===== config.mk =====
export PLATFORM = sky130hd
export DESIGN_NAME = urtc_usb_resume_toggle_ctrl
export DESIGN_NICKNAME = d
export VERILOG_FILES = /design/src/urtc_pkg.sv /design/src/urtc_tog_if.sv /design/src/urtc_usb_resume_toggle_ctrl.sv /design/src/urtc_toggle_bank.sv
export VERILOG_INCLUDE_DIRS = /design/src
export SDC_FILE = /design/constraint.sdc
export NUM_CORES = 1
export LEC_CHECK = 0
export ABC_AREA = 0
export BUFFER_PORTS_ARGS = -buffer_cell sky130_fd_sc_hd__buf_2
export CORE_ASPECT_RATIO = 0.5
export CORE_MARGIN = 2
export CORE_UTILIZATION = 55
export CTS_BUF_LIST = sky130_fd_sc_hd__clkbuf_4
export CTS_CLUSTER_DIAMETER = 60
export DETAILED_ROUTE_END_ITERATION = 6
export MAX_ROUTING_LAYER = met4
export PLACE_DENSITY = 0.78
export SETUP_SLACK_MARGIN = 0.3
export SLEW_MARGIN = 20
export SYNTH_ARGS = -nofsm -noshare
export SYNTH_HDL_FRONTEND = slang
export SYNTH_SLANG_ARGS = --single-unit
export TNS_END_PERCENT = 1

===== constraint.sdc =====
create_clock -name i_clk -period 1.9 [get_ports i_clk]
set_clock_uncertainty 0.05 [all_clocks]
set_input_delay 0 -clock i_clk [delete_from_list [all_inputs] [get_ports i_clk]]
set_output_delay 0 -clock i_clk [all_outputs]
set_load 0.01 [all_outputs]

===== src/urtc_defines.svh =====
// Purpose: named offsets, bit positions, reset values and timing figures
//          of the resume and toggle control block
// Assumes: included by bare name from every design file that needs it
// Notes:   definitions only; no logic lives here
`ifndef URTC_DEFINES_SVH
`define URTC_DEFINES_SVH

// subaddress codes that select a subregister behind the subdata port
`define URTC_SA_CS        8'h56
`define URTC_SA_TOG       8'h57
`define URTC_SA_RST       8'h00

// control/status subregister bit positions and reset value
`define URTC_CS_WAKE      7
`define URTC_CS_WDOG      5
`define URTC_CS_DISC      3
`define URTC_CS_FJ        1
`define URTC_CS_RS        0
`define URTC_CS_RST       8'h08

// toggle control subregister bit positions
`define URTC_TG_STAT      7
`define URTC_TG_SET       6
`define URTC_TG_CLR       5
`define URTC_TG_DIR       4
`define URTC_TG_EP_HI     1
`define URTC_TG_EP_LO     0

// generic values
`define URTC_ZERO8        8'h00
`define URTC_NUM_EP       4

// frame timer: nominal full-speed frame and the system clock period
`define URTC_FRAME_NS     1000000
`define URTC_CLK_NS       10

`endif


===== src/urtc_pkg.sv =====
// Purpose: shared types of the resume and toggle control block
// Assumes: nothing beyond the language
// Notes:   numbers live in urtc_defines.svh, types live here
package urtc_pkg;

  // what the block drives onto the bus data lines
  typedef enum logic [1:0] {
    urtc_line_idle = 2'b00,
    urtc_line_j    = 2'b01,
    urtc_line_k    = 2'b10
  } urtc_line_t;

  // endpoint number 0..3
  typedef logic [1:0] urtc_ep_t;

endpackage : urtc_pkg


===== src/urtc_tog_if.sv =====
// Purpose: carrier between the register front end and the toggle bank
// Assumes: all signals live in the single system clock domain
// Notes:   commands are one-cycle pulses, read select is a level
`timescale 1ns/1ps
`default_nettype none

interface urtc_tog_if;
  import urtc_pkg::*;
  logic     cmd_set;   // force selected toggle to one
  logic     cmd_clr;   // force selected toggle to zero
  logic     cmd_dir;   // 0 out, 1 in, for the command
  urtc_ep_t cmd_ep;    // endpoint for the command
  logic     rd_dir;    // direction of the status read
  urtc_ep_t rd_ep;     // endpoint of the status read
  logic     rd_toggle; // current toggle of the read selection
  logic     hw_flip;   // packet engine flips a toggle
  logic     hw_dir;
  urtc_ep_t hw_ep;

  modport ctrl (output cmd_set, cmd_clr, cmd_dir, cmd_ep, rd_dir, rd_ep,
                output hw_flip, hw_dir, hw_ep, input rd_toggle);
  modport bank (input cmd_set, cmd_clr, cmd_dir, cmd_ep, rd_dir, rd_ep,
                input hw_flip, hw_dir, hw_ep, output rd_toggle);
endinterface : urtc_tog_if

`default_nettype wire


===== src/urtc_usb_resume_toggle_ctrl.sv =====
// Purpose: usb control/status and toggle control subregisters behind a
//          subaddress/subdata register pair, with bus j/k drive, pull-up
//          control and a start-of-frame watchdog timer
// Assumes: all inputs come from logic on i_clk; i_rst synchronous
// Notes:   read data tracks the selected subregister one clock behind
`timescale 1ns/1ps
`default_nettype none

`include "urtc_defines.svh"

// Notes on behaviour
// - subaddress 56h maps the control/status register through subdata.
// - subaddress 57h maps the toggle control register through subdata.
// - wake flag sets on device-initiated resume; writing one clears it unless a resume comes in the same cycle.
// - watchdog enable runs a frame timer making start-of-frame ticks.
// - disconnect bit resets to one; one disconnects pull-up, zero connects.
// - force-j bit drives j on the bus unless the resume bit is set; set only during suspend.
// - resume bit drives k on the bus; zero drives no resume.
// - toggle status bit is read-only, shows selected endpoint toggle.
// - writing one to set command makes toggle one unless clear is written in the same byte; reads as zero.
// - writing one to clear command makes toggle zero; reads as zero.
// - direction bit zero picks out endpoint, one picks in endpoint.
module urtc_usb_resume_toggle_ctrl
  import urtc_pkg::*;
#(
  parameter int unsigned FRAME_CYCLES = `URTC_FRAME_NS / `URTC_CLK_NS
) (
  input  wire logic       i_clk,
  input  wire logic       i_rst,
  input  wire logic       i_sa_wr,       // write subaddress selector
  input  wire logic       i_sd_wr,       // write selected subregister
  input  wire logic [7:0] i_wdata,       // write data for either
  input  wire logic       i_resume_done, // resumed by remote wake-up
  input  wire logic       i_sof_rx,      // host start-of-frame seen
  input  wire logic       i_tog_flip,    // packet engine flips a toggle
  input  wire logic       i_tog_dir,
  input  wire logic [1:0] i_tog_ep,
  output logic      [7:0] o_subaddr_q,   // subaddress selector readback
  output logic      [7:0] o_rdata_q,     // subdata readback
  output logic            o_pullup_en_q, // internal pull-up connected
  output logic            o_dp_q,        // d+ drive level
  output logic            o_dm_q,        // d- drive level
  output logic            o_bus_oe_n_q,  // low while driving d+/d-
  output logic            o_sof_tick_q   // start-of-frame event pulse
);

  localparam int unsigned CW = $clog2(FRAME_CYCLES + 1);
  localparam logic [CW-1:0] WD_LAST = CW'(FRAME_CYCLES - 1);
  localparam logic [7:0]    CS_RST  = `URTC_CS_RST; // bit-selectable copy
  urtc_tog_if tog ();

  logic       wake_q;
  logic       wdog_q;
  logic       disc_q;
  logic       fj_q;
  logic       rs_q;
  logic       dir_q;
  urtc_ep_t   ep_q;
  logic [7:0] sa_q;
  logic [CW-1:0] wd_cnt_q;
  logic       wd_fire;
  logic       cs_wr;
  logic       tg_wr;
  logic [7:0] cs_rd;
  logic [7:0] tg_rd;
  logic [7:0] rdata_d;
  urtc_line_t line_d;

  ////////////////////////////////////////////////////////////////////////////
  // subaddress selector and subregister write decode
  always_ff @(posedge i_clk) begin
    if (i_rst) begin
      sa_q <= `URTC_SA_RST;
    end else if (i_sa_wr) begin
      sa_q <= i_wdata;
    end
  end

  // a subdata write goes to whatever the selector held before this edge
  assign cs_wr = i_sd_wr && (sa_q == `URTC_SA_CS);
  assign tg_wr = i_sd_wr && (sa_q == `URTC_SA_TOG);

  ////////////////////////////////////////////////////////////////////////////
  // control/status: plain read/write control bits
  always_ff @(posedge i_clk) begin
    if (i_rst) begin
      wdog_q <= CS_RST[`URTC_CS_WDOG];
      disc_q <= CS_RST[`URTC_CS_DISC];
      fj_q   <= CS_RST[`URTC_CS_FJ];
      rs_q   <= CS_RST[`URTC_CS_RS];
    end else if (cs_wr) begin
      wdog_q <= i_wdata[`URTC_CS_WDOG];
      disc_q <= i_wdata[`URTC_CS_DISC];
      fj_q   <= i_wdata[`URTC_CS_FJ];
      rs_q   <= i_wdata[`URTC_CS_RS];
    end
  end

  // wake flag: a resume in the clearing cycle must not be lost, so set wins
  always_ff @(posedge i_clk) begin
    if (i_rst) begin
      wake_q <= CS_RST[`URTC_CS_WAKE];
    end else if (i_resume_done) begin
      wake_q <= 1'b1;
    end else if (cs_wr && i_wdata[`URTC_CS_WAKE]) begin
      wake_q <= 1'b0;
    end
  end

  ////////////////////////////////////////////////////////////////////////////
  // toggle control: stored select fields
  always_ff @(posedge i_clk) begin
    if (i_rst) begin
      dir_q <= 1'b0;
      ep_q  <= '0;
    end else if (tg_wr) begin
      dir_q <= i_wdata[`URTC_TG_DIR];
      ep_q  <= i_wdata[`URTC_TG_EP_HI:`URTC_TG_EP_LO];
    end
  end

  // commands act on the select written in the same byte; with software
  // programming the select first, that equals the stored select anyway
  assign tog.cmd_set = tg_wr && i_wdata[`URTC_TG_SET];
  assign tog.cmd_clr = tg_wr && i_wdata[`URTC_TG_CLR];
  assign tog.cmd_dir = i_wdata[`URTC_TG_DIR];
  assign tog.cmd_ep  = i_wdata[`URTC_TG_EP_HI:`URTC_TG_EP_LO];
  assign tog.rd_dir  = dir_q;
  assign tog.rd_ep   = ep_q;
  assign tog.hw_flip = i_tog_flip;
  assign tog.hw_dir  = i_tog_dir;
  assign tog.hw_ep   = i_tog_ep;

  urtc_toggle_bank #(
    .NUM_EP (`URTC_NUM_EP)
  ) u_bank (
    .i_clk (i_clk),
    .i_rst (i_rst),
    .tog   (tog.bank)
  );

  ////////////////////////////////////////////////////////////////////////////
  // readback images; reserved bits and command bits read as zero
  always_comb begin
    cs_rd                 = `URTC_ZERO8;
    cs_rd[`URTC_CS_WAKE]  = wake_q;
    cs_rd[`URTC_CS_WDOG]  = wdog_q;
    cs_rd[`URTC_CS_DISC]  = disc_q;
    cs_rd[`URTC_CS_FJ]    = fj_q;
    cs_rd[`URTC_CS_RS]    = rs_q;
  end

  always_comb begin
    tg_rd                = `URTC_ZERO8;
    tg_rd[`URTC_TG_STAT] = tog.rd_toggle;
    tg_rd[`URTC_TG_DIR]  = dir_q;
    tg_rd[`URTC_TG_EP_HI:`URTC_TG_EP_LO] = ep_q;
  end

  // unmapped subaddresses read zero; other subregisters live elsewhere
  always_comb begin
    case (sa_q)
      `URTC_SA_CS:  rdata_d = cs_rd;
      `URTC_SA_TOG: rdata_d = tg_rd;
      default:      rdata_d = `URTC_ZERO8;
    endcase
  end

  always_ff @(posedge i_clk) begin
    if (i_rst) begin
      o_rdata_q   <= `URTC_ZERO8;
      o_subaddr_q <= `URTC_SA_RST;
    end else begin
      o_rdata_q   <= rdata_d;
      o_subaddr_q <= sa_q;
    end
  end

  ////////////////////////////////////////////////////////////////////////////
  // bus line drive: resume k beats force j, since j must end before k
  always_comb begin
    if (rs_q) begin
      line_d = urtc_line_k;
    end else if (fj_q) begin
      line_d = urtc_line_j;
    end else begin
      line_d = urtc_line_idle;
    end
  end

  // full speed: j is d+ high d- low, k the reverse
  always_ff @(posedge i_clk) begin
    if (i_rst) begin
      o_dp_q       <= 1'b1;
      o_dm_q       <= 1'b0;
      o_bus_oe_n_q <= 1'b1;
    end else begin
      case (line_d)
        urtc_line_j: begin
          o_dp_q       <= 1'b1;
          o_dm_q       <= 1'b0;
          o_bus_oe_n_q <= 1'b0;
        end
        urtc_line_k: begin
          o_dp_q       <= 1'b0;
          o_dm_q       <= 1'b1;
          o_bus_oe_n_q <= 1'b0;
        end
        default: begin
          o_dp_q       <= 1'b1;
          o_dm_q       <= 1'b0;
          o_bus_oe_n_q <= 1'b1;
        end
      endcase
    end
  end

  // pull-up follows the disconnect bit, inverted
  always_ff @(posedge i_clk) begin
    if (i_rst) begin
      o_pullup_en_q <= ~CS_RST[`URTC_CS_DISC];
    end else begin
      o_pullup_en_q <= ~disc_q;
    end
  end

  ////////////////////////////////////////////////////////////////////////////
  // frame watchdog: restarts on every host frame start, so it only fires
  // when one frame period passes without one
  assign wd_fire = wdog_q && (wd_cnt_q == WD_LAST);

  always_ff @(posedge i_clk) begin
    if (i_rst) begin
      wd_cnt_q <= '0;
    end else if (!wdog_q || i_sof_rx || wd_fire) begin
      wd_cnt_q <= '0;
    end else begin
      wd_cnt_q <= wd_cnt_q + CW'(1);
    end
  end

  always_ff @(posedge i_clk) begin
    if (i_rst) begin
      o_sof_tick_q <= 1'b0;
    end else begin
      o_sof_tick_q <= i_sof_rx || wd_fire;
    end
  end
endmodule : urtc_usb_resume_toggle_ctrl

`default_nettype wire


===== src/urtc_toggle_bank.sv =====
// Purpose: holds the data toggle of every in and out endpoint
// Assumes: commands and flips arrive as one-cycle pulses on i_clk
// Notes:   a software command beats a packet-engine flip on the same entry
`timescale 1ns/1ps
`default_nettype none

`include "urtc_defines.svh"

module urtc_toggle_bank
  import urtc_pkg::*;
#(
  parameter int unsigned NUM_EP = `URTC_NUM_EP
) (
  input  wire logic i_clk,
  input  wire logic i_rst,
  urtc_tog_if.bank  tog
);

  localparam int unsigned NUM_ENT = 2 * NUM_EP;

  logic [NUM_ENT-1:0] tog_q;

  ////////////////////////////////////////////////////////////////////////////
  // one toggle flop per entry; entry index is {direction, endpoint}
  for (genvar i = 0; i < NUM_ENT; i++) begin : g_ent
    logic cmd_hit;
    logic hw_hit;
    assign cmd_hit = (tog.cmd_set | tog.cmd_clr)
                     && ({tog.cmd_dir, tog.cmd_ep} == 3'(i));
    assign hw_hit  = tog.hw_flip && ({tog.hw_dir, tog.hw_ep} == 3'(i));
    always_ff @(posedge i_clk) begin
      if (i_rst) begin
        tog_q[i] <= 1'b0;
      end else if (cmd_hit) begin
        // clear wins when both commands come in one write
        tog_q[i] <= tog.cmd_clr ? 1'b0 : 1'b1;
      end else if (hw_hit) begin
        tog_q[i] <= ~tog_q[i];
      end
    end
  end

  // status of the entry picked by the stored select fields
  assign tog.rd_toggle = tog_q[{tog.rd_dir, tog.rd_ep}];
endmodule : urtc_toggle_bank

`default_nettype wire


==> summary.txt <==
Setup path
  • WP data arrival: 1.84 ns
  • Required @ worst endpoint: 2.13 ns
  • Reg2reg start: sa_q[7]$_SDFFE_PP0P_
  • Worst setup path start: sa_q[7]$_SDFFE_PP0P_
  • CP max stage delay: 0.38 ns
  • R2R depth: 6
  • Setup crit start kind: register
  • CP max stage cell: nor4_4
  • Most used cell, CP: buf_6
  • Crit Reg-Reg Endpoint: u_bank.tog_q[0]$_SDFFE_PP0P_
  • CP top delay family: simple AND/OR/NAND/NOR gates
  • Critical path buffers and inverters: 3
  • Worst setup path category: reg -> reg
  • Crit path cell chain: nand4b_1 > buf_6 > nor4_4 > buf_4 > buf_6 > a311oi_2
  • CP Max Fanout: 5
  • Critical path endpoint category: register
  • FF-to-FF setup slack: 0.29 ns

Timing
  • RSZ-0062 raised after global routing: true
  • Worst Slack Setup Final: 0.290 ns
  • Final Cycle Share: 0.848
  • Final hold vios: 0
  • Setup TNS: 0 ns
  • Peak Freq: 0.621 GHz
  • Minimum clock period: 1.61 ns
  • Slew Limit Fails: 0
  • Count of final setup violators: 0

Floorplanning
  • Die area: 0.00512 mm^2
  • Core Rows: 17
  • Area of the core: 0.00438 mm^2
  • Die width: 99.2 um
  • IO Pins: 39
  • Initial Util: 0.569
  • Die height: 51.6 um

Synthesis
  • Mux share of post-synthesis cell area: 0.0823
  • Main combinational cell family by area after synthesis: simple AND/OR/NAND/NOR gates
  • Number of flops mapped to enable cells by yosys: 0
  • Yosys warnings: 0
  • Synth Area in Compound Gates: 0.0798
  • Synthesized flop and latch total: 60
  • Top FF cell, synth: dfxtp_1
  • Post-synthesis sequential area ratio: 0.482
  • Synth Area in Simple Gates: 0.241
  • Mapped cell area: 0.00249 mm^2
  • Adder-cell share of the synthesized area: 0.00502
  • Syn_area_per_cell: 10.3 um^2
  • Synth async-reset ratio: 0
  • XOR/XNOR share of the synthesized area: 0.0738
  • Distinct cells, synth: 46
  • Mapped Cells: 243

Power
  • Final total power: 2.25 mW
  • PD cells: 732 mW/mm^2
  • LEAKAGE: 1.19 nW
  • Worst ir drop on vdd: 0.426 mV

Place
  • Post-DP HPWL: 3.50 mm
  • Port bufs: 36
  • Placed cell areas: 0.00274 mm^2
  • Final GP Congestion: 0.784
  • DP Worst Slack: 0.114 ns

Finish
  • NumNets Final: 323
  • Cell area after layout: 0.00307 mm^2
  • Syn-to-layout area delta: 23.2%
  • Layout cell share with drive strength beyond 1: 0.272
  • Ant. Diodes: 0

CTS
  • Sink Count: 60
  • TritonCTS Buffers: 9
  • Max Root-Sink Buffers: 2
  • Clock transition at path regs: 0.12 ns
  • Skew-Pair Late Insertion Delay: 0.40 ns
  • CTS root buf: clkbuf_4
  • CTS tree: built
  • CTS H-tree lvls: 3

Routing
  • WL final: 5.26 mm
  • Vias: 2,030
  • Post-detailed-route wirelength per cell: 14.4 um
  • DR pass1 iterations: 5
  • DRC Markers: 0
  • Antenna Nets Post-Route: 0
  • Initial DRC Count: 79
  • Via-per-instance ratio: 5.55

Global routing
  • Antenna violations before repair: 0
  • Vias in the first global route: 1,899
  • Total global routing overflow: 0
  • Overall routing resource usage: 0.225
  • Grt met2 use: 0.372
  • First-pass GRT wire length: 8.52 mm
  • Gr busiest metal: met2
  • Met1 GRT Util: 0.258
  • Met3 GRT Util: 0.0753
  • Pin count of the biggest net entering global routing: 35

Hold path
  • Hold Path Sink: u_bank.tog_q[6]$_SDFFE_PP0P_
  • Hold depth: 5
  • Hold Path Origin: i_tog_dir
  • Worst Hold Class: in -> reg

Run status
  • Outcome: finished clean

Job
  • Maxcap violations: 0
[logic make-up (layout without fill, tap and decap cells)]
family,count (synthesis),count (layout)
adders and majority gates,1,1
other,1,2
xor gates and xnor gates,21,21
DFF,60,60
buffers and inverters,17,82
AOI/OAI and AO/OA,28,28
muxes,18,18
and+or+nand+nor,97,97
[layout by cell type (no fill, tap or decap), types with 2 or more instances in the layout]
| cell | n |
|---|---|
| buf_2 | 36 |
| dfxtp_1 | 57 |
| a311oi_2 | 2 |
| nand2_1 | 3 |
| nor3b_1 | 3 |
| inv_1 | 4 |
| dfxtp_2 | 2 |
| clkinv_4 | 3 |
| buf_4 | 11 |
| conb_1 | 2 |
| a21oi_1 | 9 |
| nor4_4 | 2 |
| and2_1 | 2 |
| nor2b_1 | 11 |
| nand3_1 | 6 |
| clkinv_2 | 2 |
| nor4bb_1 | 3 |
| nor2_1 | 38 |
| a311oi_1 | 7 |
| o21bai_1 | 2 |
| and4_1 | 2 |
| nand4_1 | 9 |
| dlygate4sd3_1 | 13 |
| mux4_2 | 2 |
| xor2_1 | 16 |
| clkbuf_4 | 9 |
| mux2i_1 | 16 |
| o21ai_0 | 2 |
| nand4b_1 | 4 |
| xnor2_1 | 5 |
| buf_6 | 2 |
| nor3_1 | 3 |
[worst register-to-register path, cell delays in order, from the launching register on]
cell and delay (ns):
dfxtp_2 0.35, nand4b_1 0.18, buf_6 0.16, nor4_4 0.39
buf_4 0.19, buf_6 0.09, a311oi_2 0.09
[Yosys cell counts, types with 2 or more instances]
cell type,number,area share
a21oi_1,9,0.018
a311oi_1,9,0.032
and2_1,2,0.0050
and4_1,3,0.011
buf_1,2,0.0030
buf_2,2,0.0040
buf_4,3,0.0090
clkbuf_1,4,0.0060
dfxtp_1,60,0.48
inv_1,4,0.0060
mux2i_1,16,0.064
mux4_2,2,0.018
nand2_1,3,0.0045
nand3_1,6,0.012
nand4_1,9,0.023
nand4b_1,4,0.014
nor2_1,38,0.057
nor2b_1,11,0.028
nor3_1,3,0.0060
nor3b_1,3,0.0090
nor4_4,2,0.017
nor4bb_1,3,0.012
o21ai_0,2,0.0040
o21bai_1,2,0.0060
xnor2_1,5,0.018
xor2_1,16,0.056
[routing by layer]
metal  wire, um  share of wire
met1       2300           0.44
met2       2580           0.49
met3        340          0.065
met4         36         0.0068
met5          0              0
[registers in the layout, indices dropped and copies added, names as in the netlist, 2 cells and up]
name          cells
u_bank.tog_q      8
wd_cnt_q         17
o_rdata_q         6
o_subaddr_q       8
ep_q              2
sa_q              8
[power by group]
part | total (mW) | switching (mW) | internal (mW)
clock | 0.776 | 0.502 | 0.274
sequential | 1.30 | 0.0167 | 1.28
combinational | 0.173 | 0.0903 | 0.0826
[what timing repair did]
item                                    4_1_cts  5_1_grt
endpoints found under the hold margin        26        0
pin swaps                                     2        3
resized for setup                             1        8
endpoints found under the setup margin       12       23
buffers inserted                              4        2
hold buffers                                 13        0
[cell type report]
| type | count | area [um^2] |
|---|---|---|
| fill | 349 | 1310 |
| inverter | 4 | 15.0 |
| clock buffer | 9 | 67.6 |
| sequential | 60 | 1210 |
| clock inverter | 7 | 52.6 |
| tap | 57 | 71.3 |
| timing repair buffer | 62 | 415 |
| multi-input combinational | 167 | 1240 |
[stage by stage]
step	cells	utilization	hold slack, ns
6_report	366	0.701	0.0449
2_1_floorplan	244	-	0.0587
4_1_cts	364	0.692	0.0341
3_5_place_dp	331	0.626	0.191
3_3_place_gp	331	0.626	0.175
5_1_grt	366	0.701	0.0655
[worst max path at each step]
stage / end / slack, ns / depth (start not counted)
6_report: u_bank.tog_q[0]$_SDFFE_PP0P_ / 0.29 / 6
5_1_grt: u_bank.tog_q[0]$_SDFFE_PP0P_ / 0.21 / 6
4_1_cts: wd_cnt_q[16]$_SDFF_PP0_ / 0.26 / 5
3_5_place_dp: u_bank.tog_q[0]$_SDFFE_PP0P_ / 0.11 / 4
3_3_place_gp: u_bank.tog_q[6]$_SDFFE_PP0P_ / 0.27 / 4
2_1_floorplan: wd_cnt_q[16]$_SDFF_PP0_ / 0.31 / 6
(Power assumes the default switching activity.)
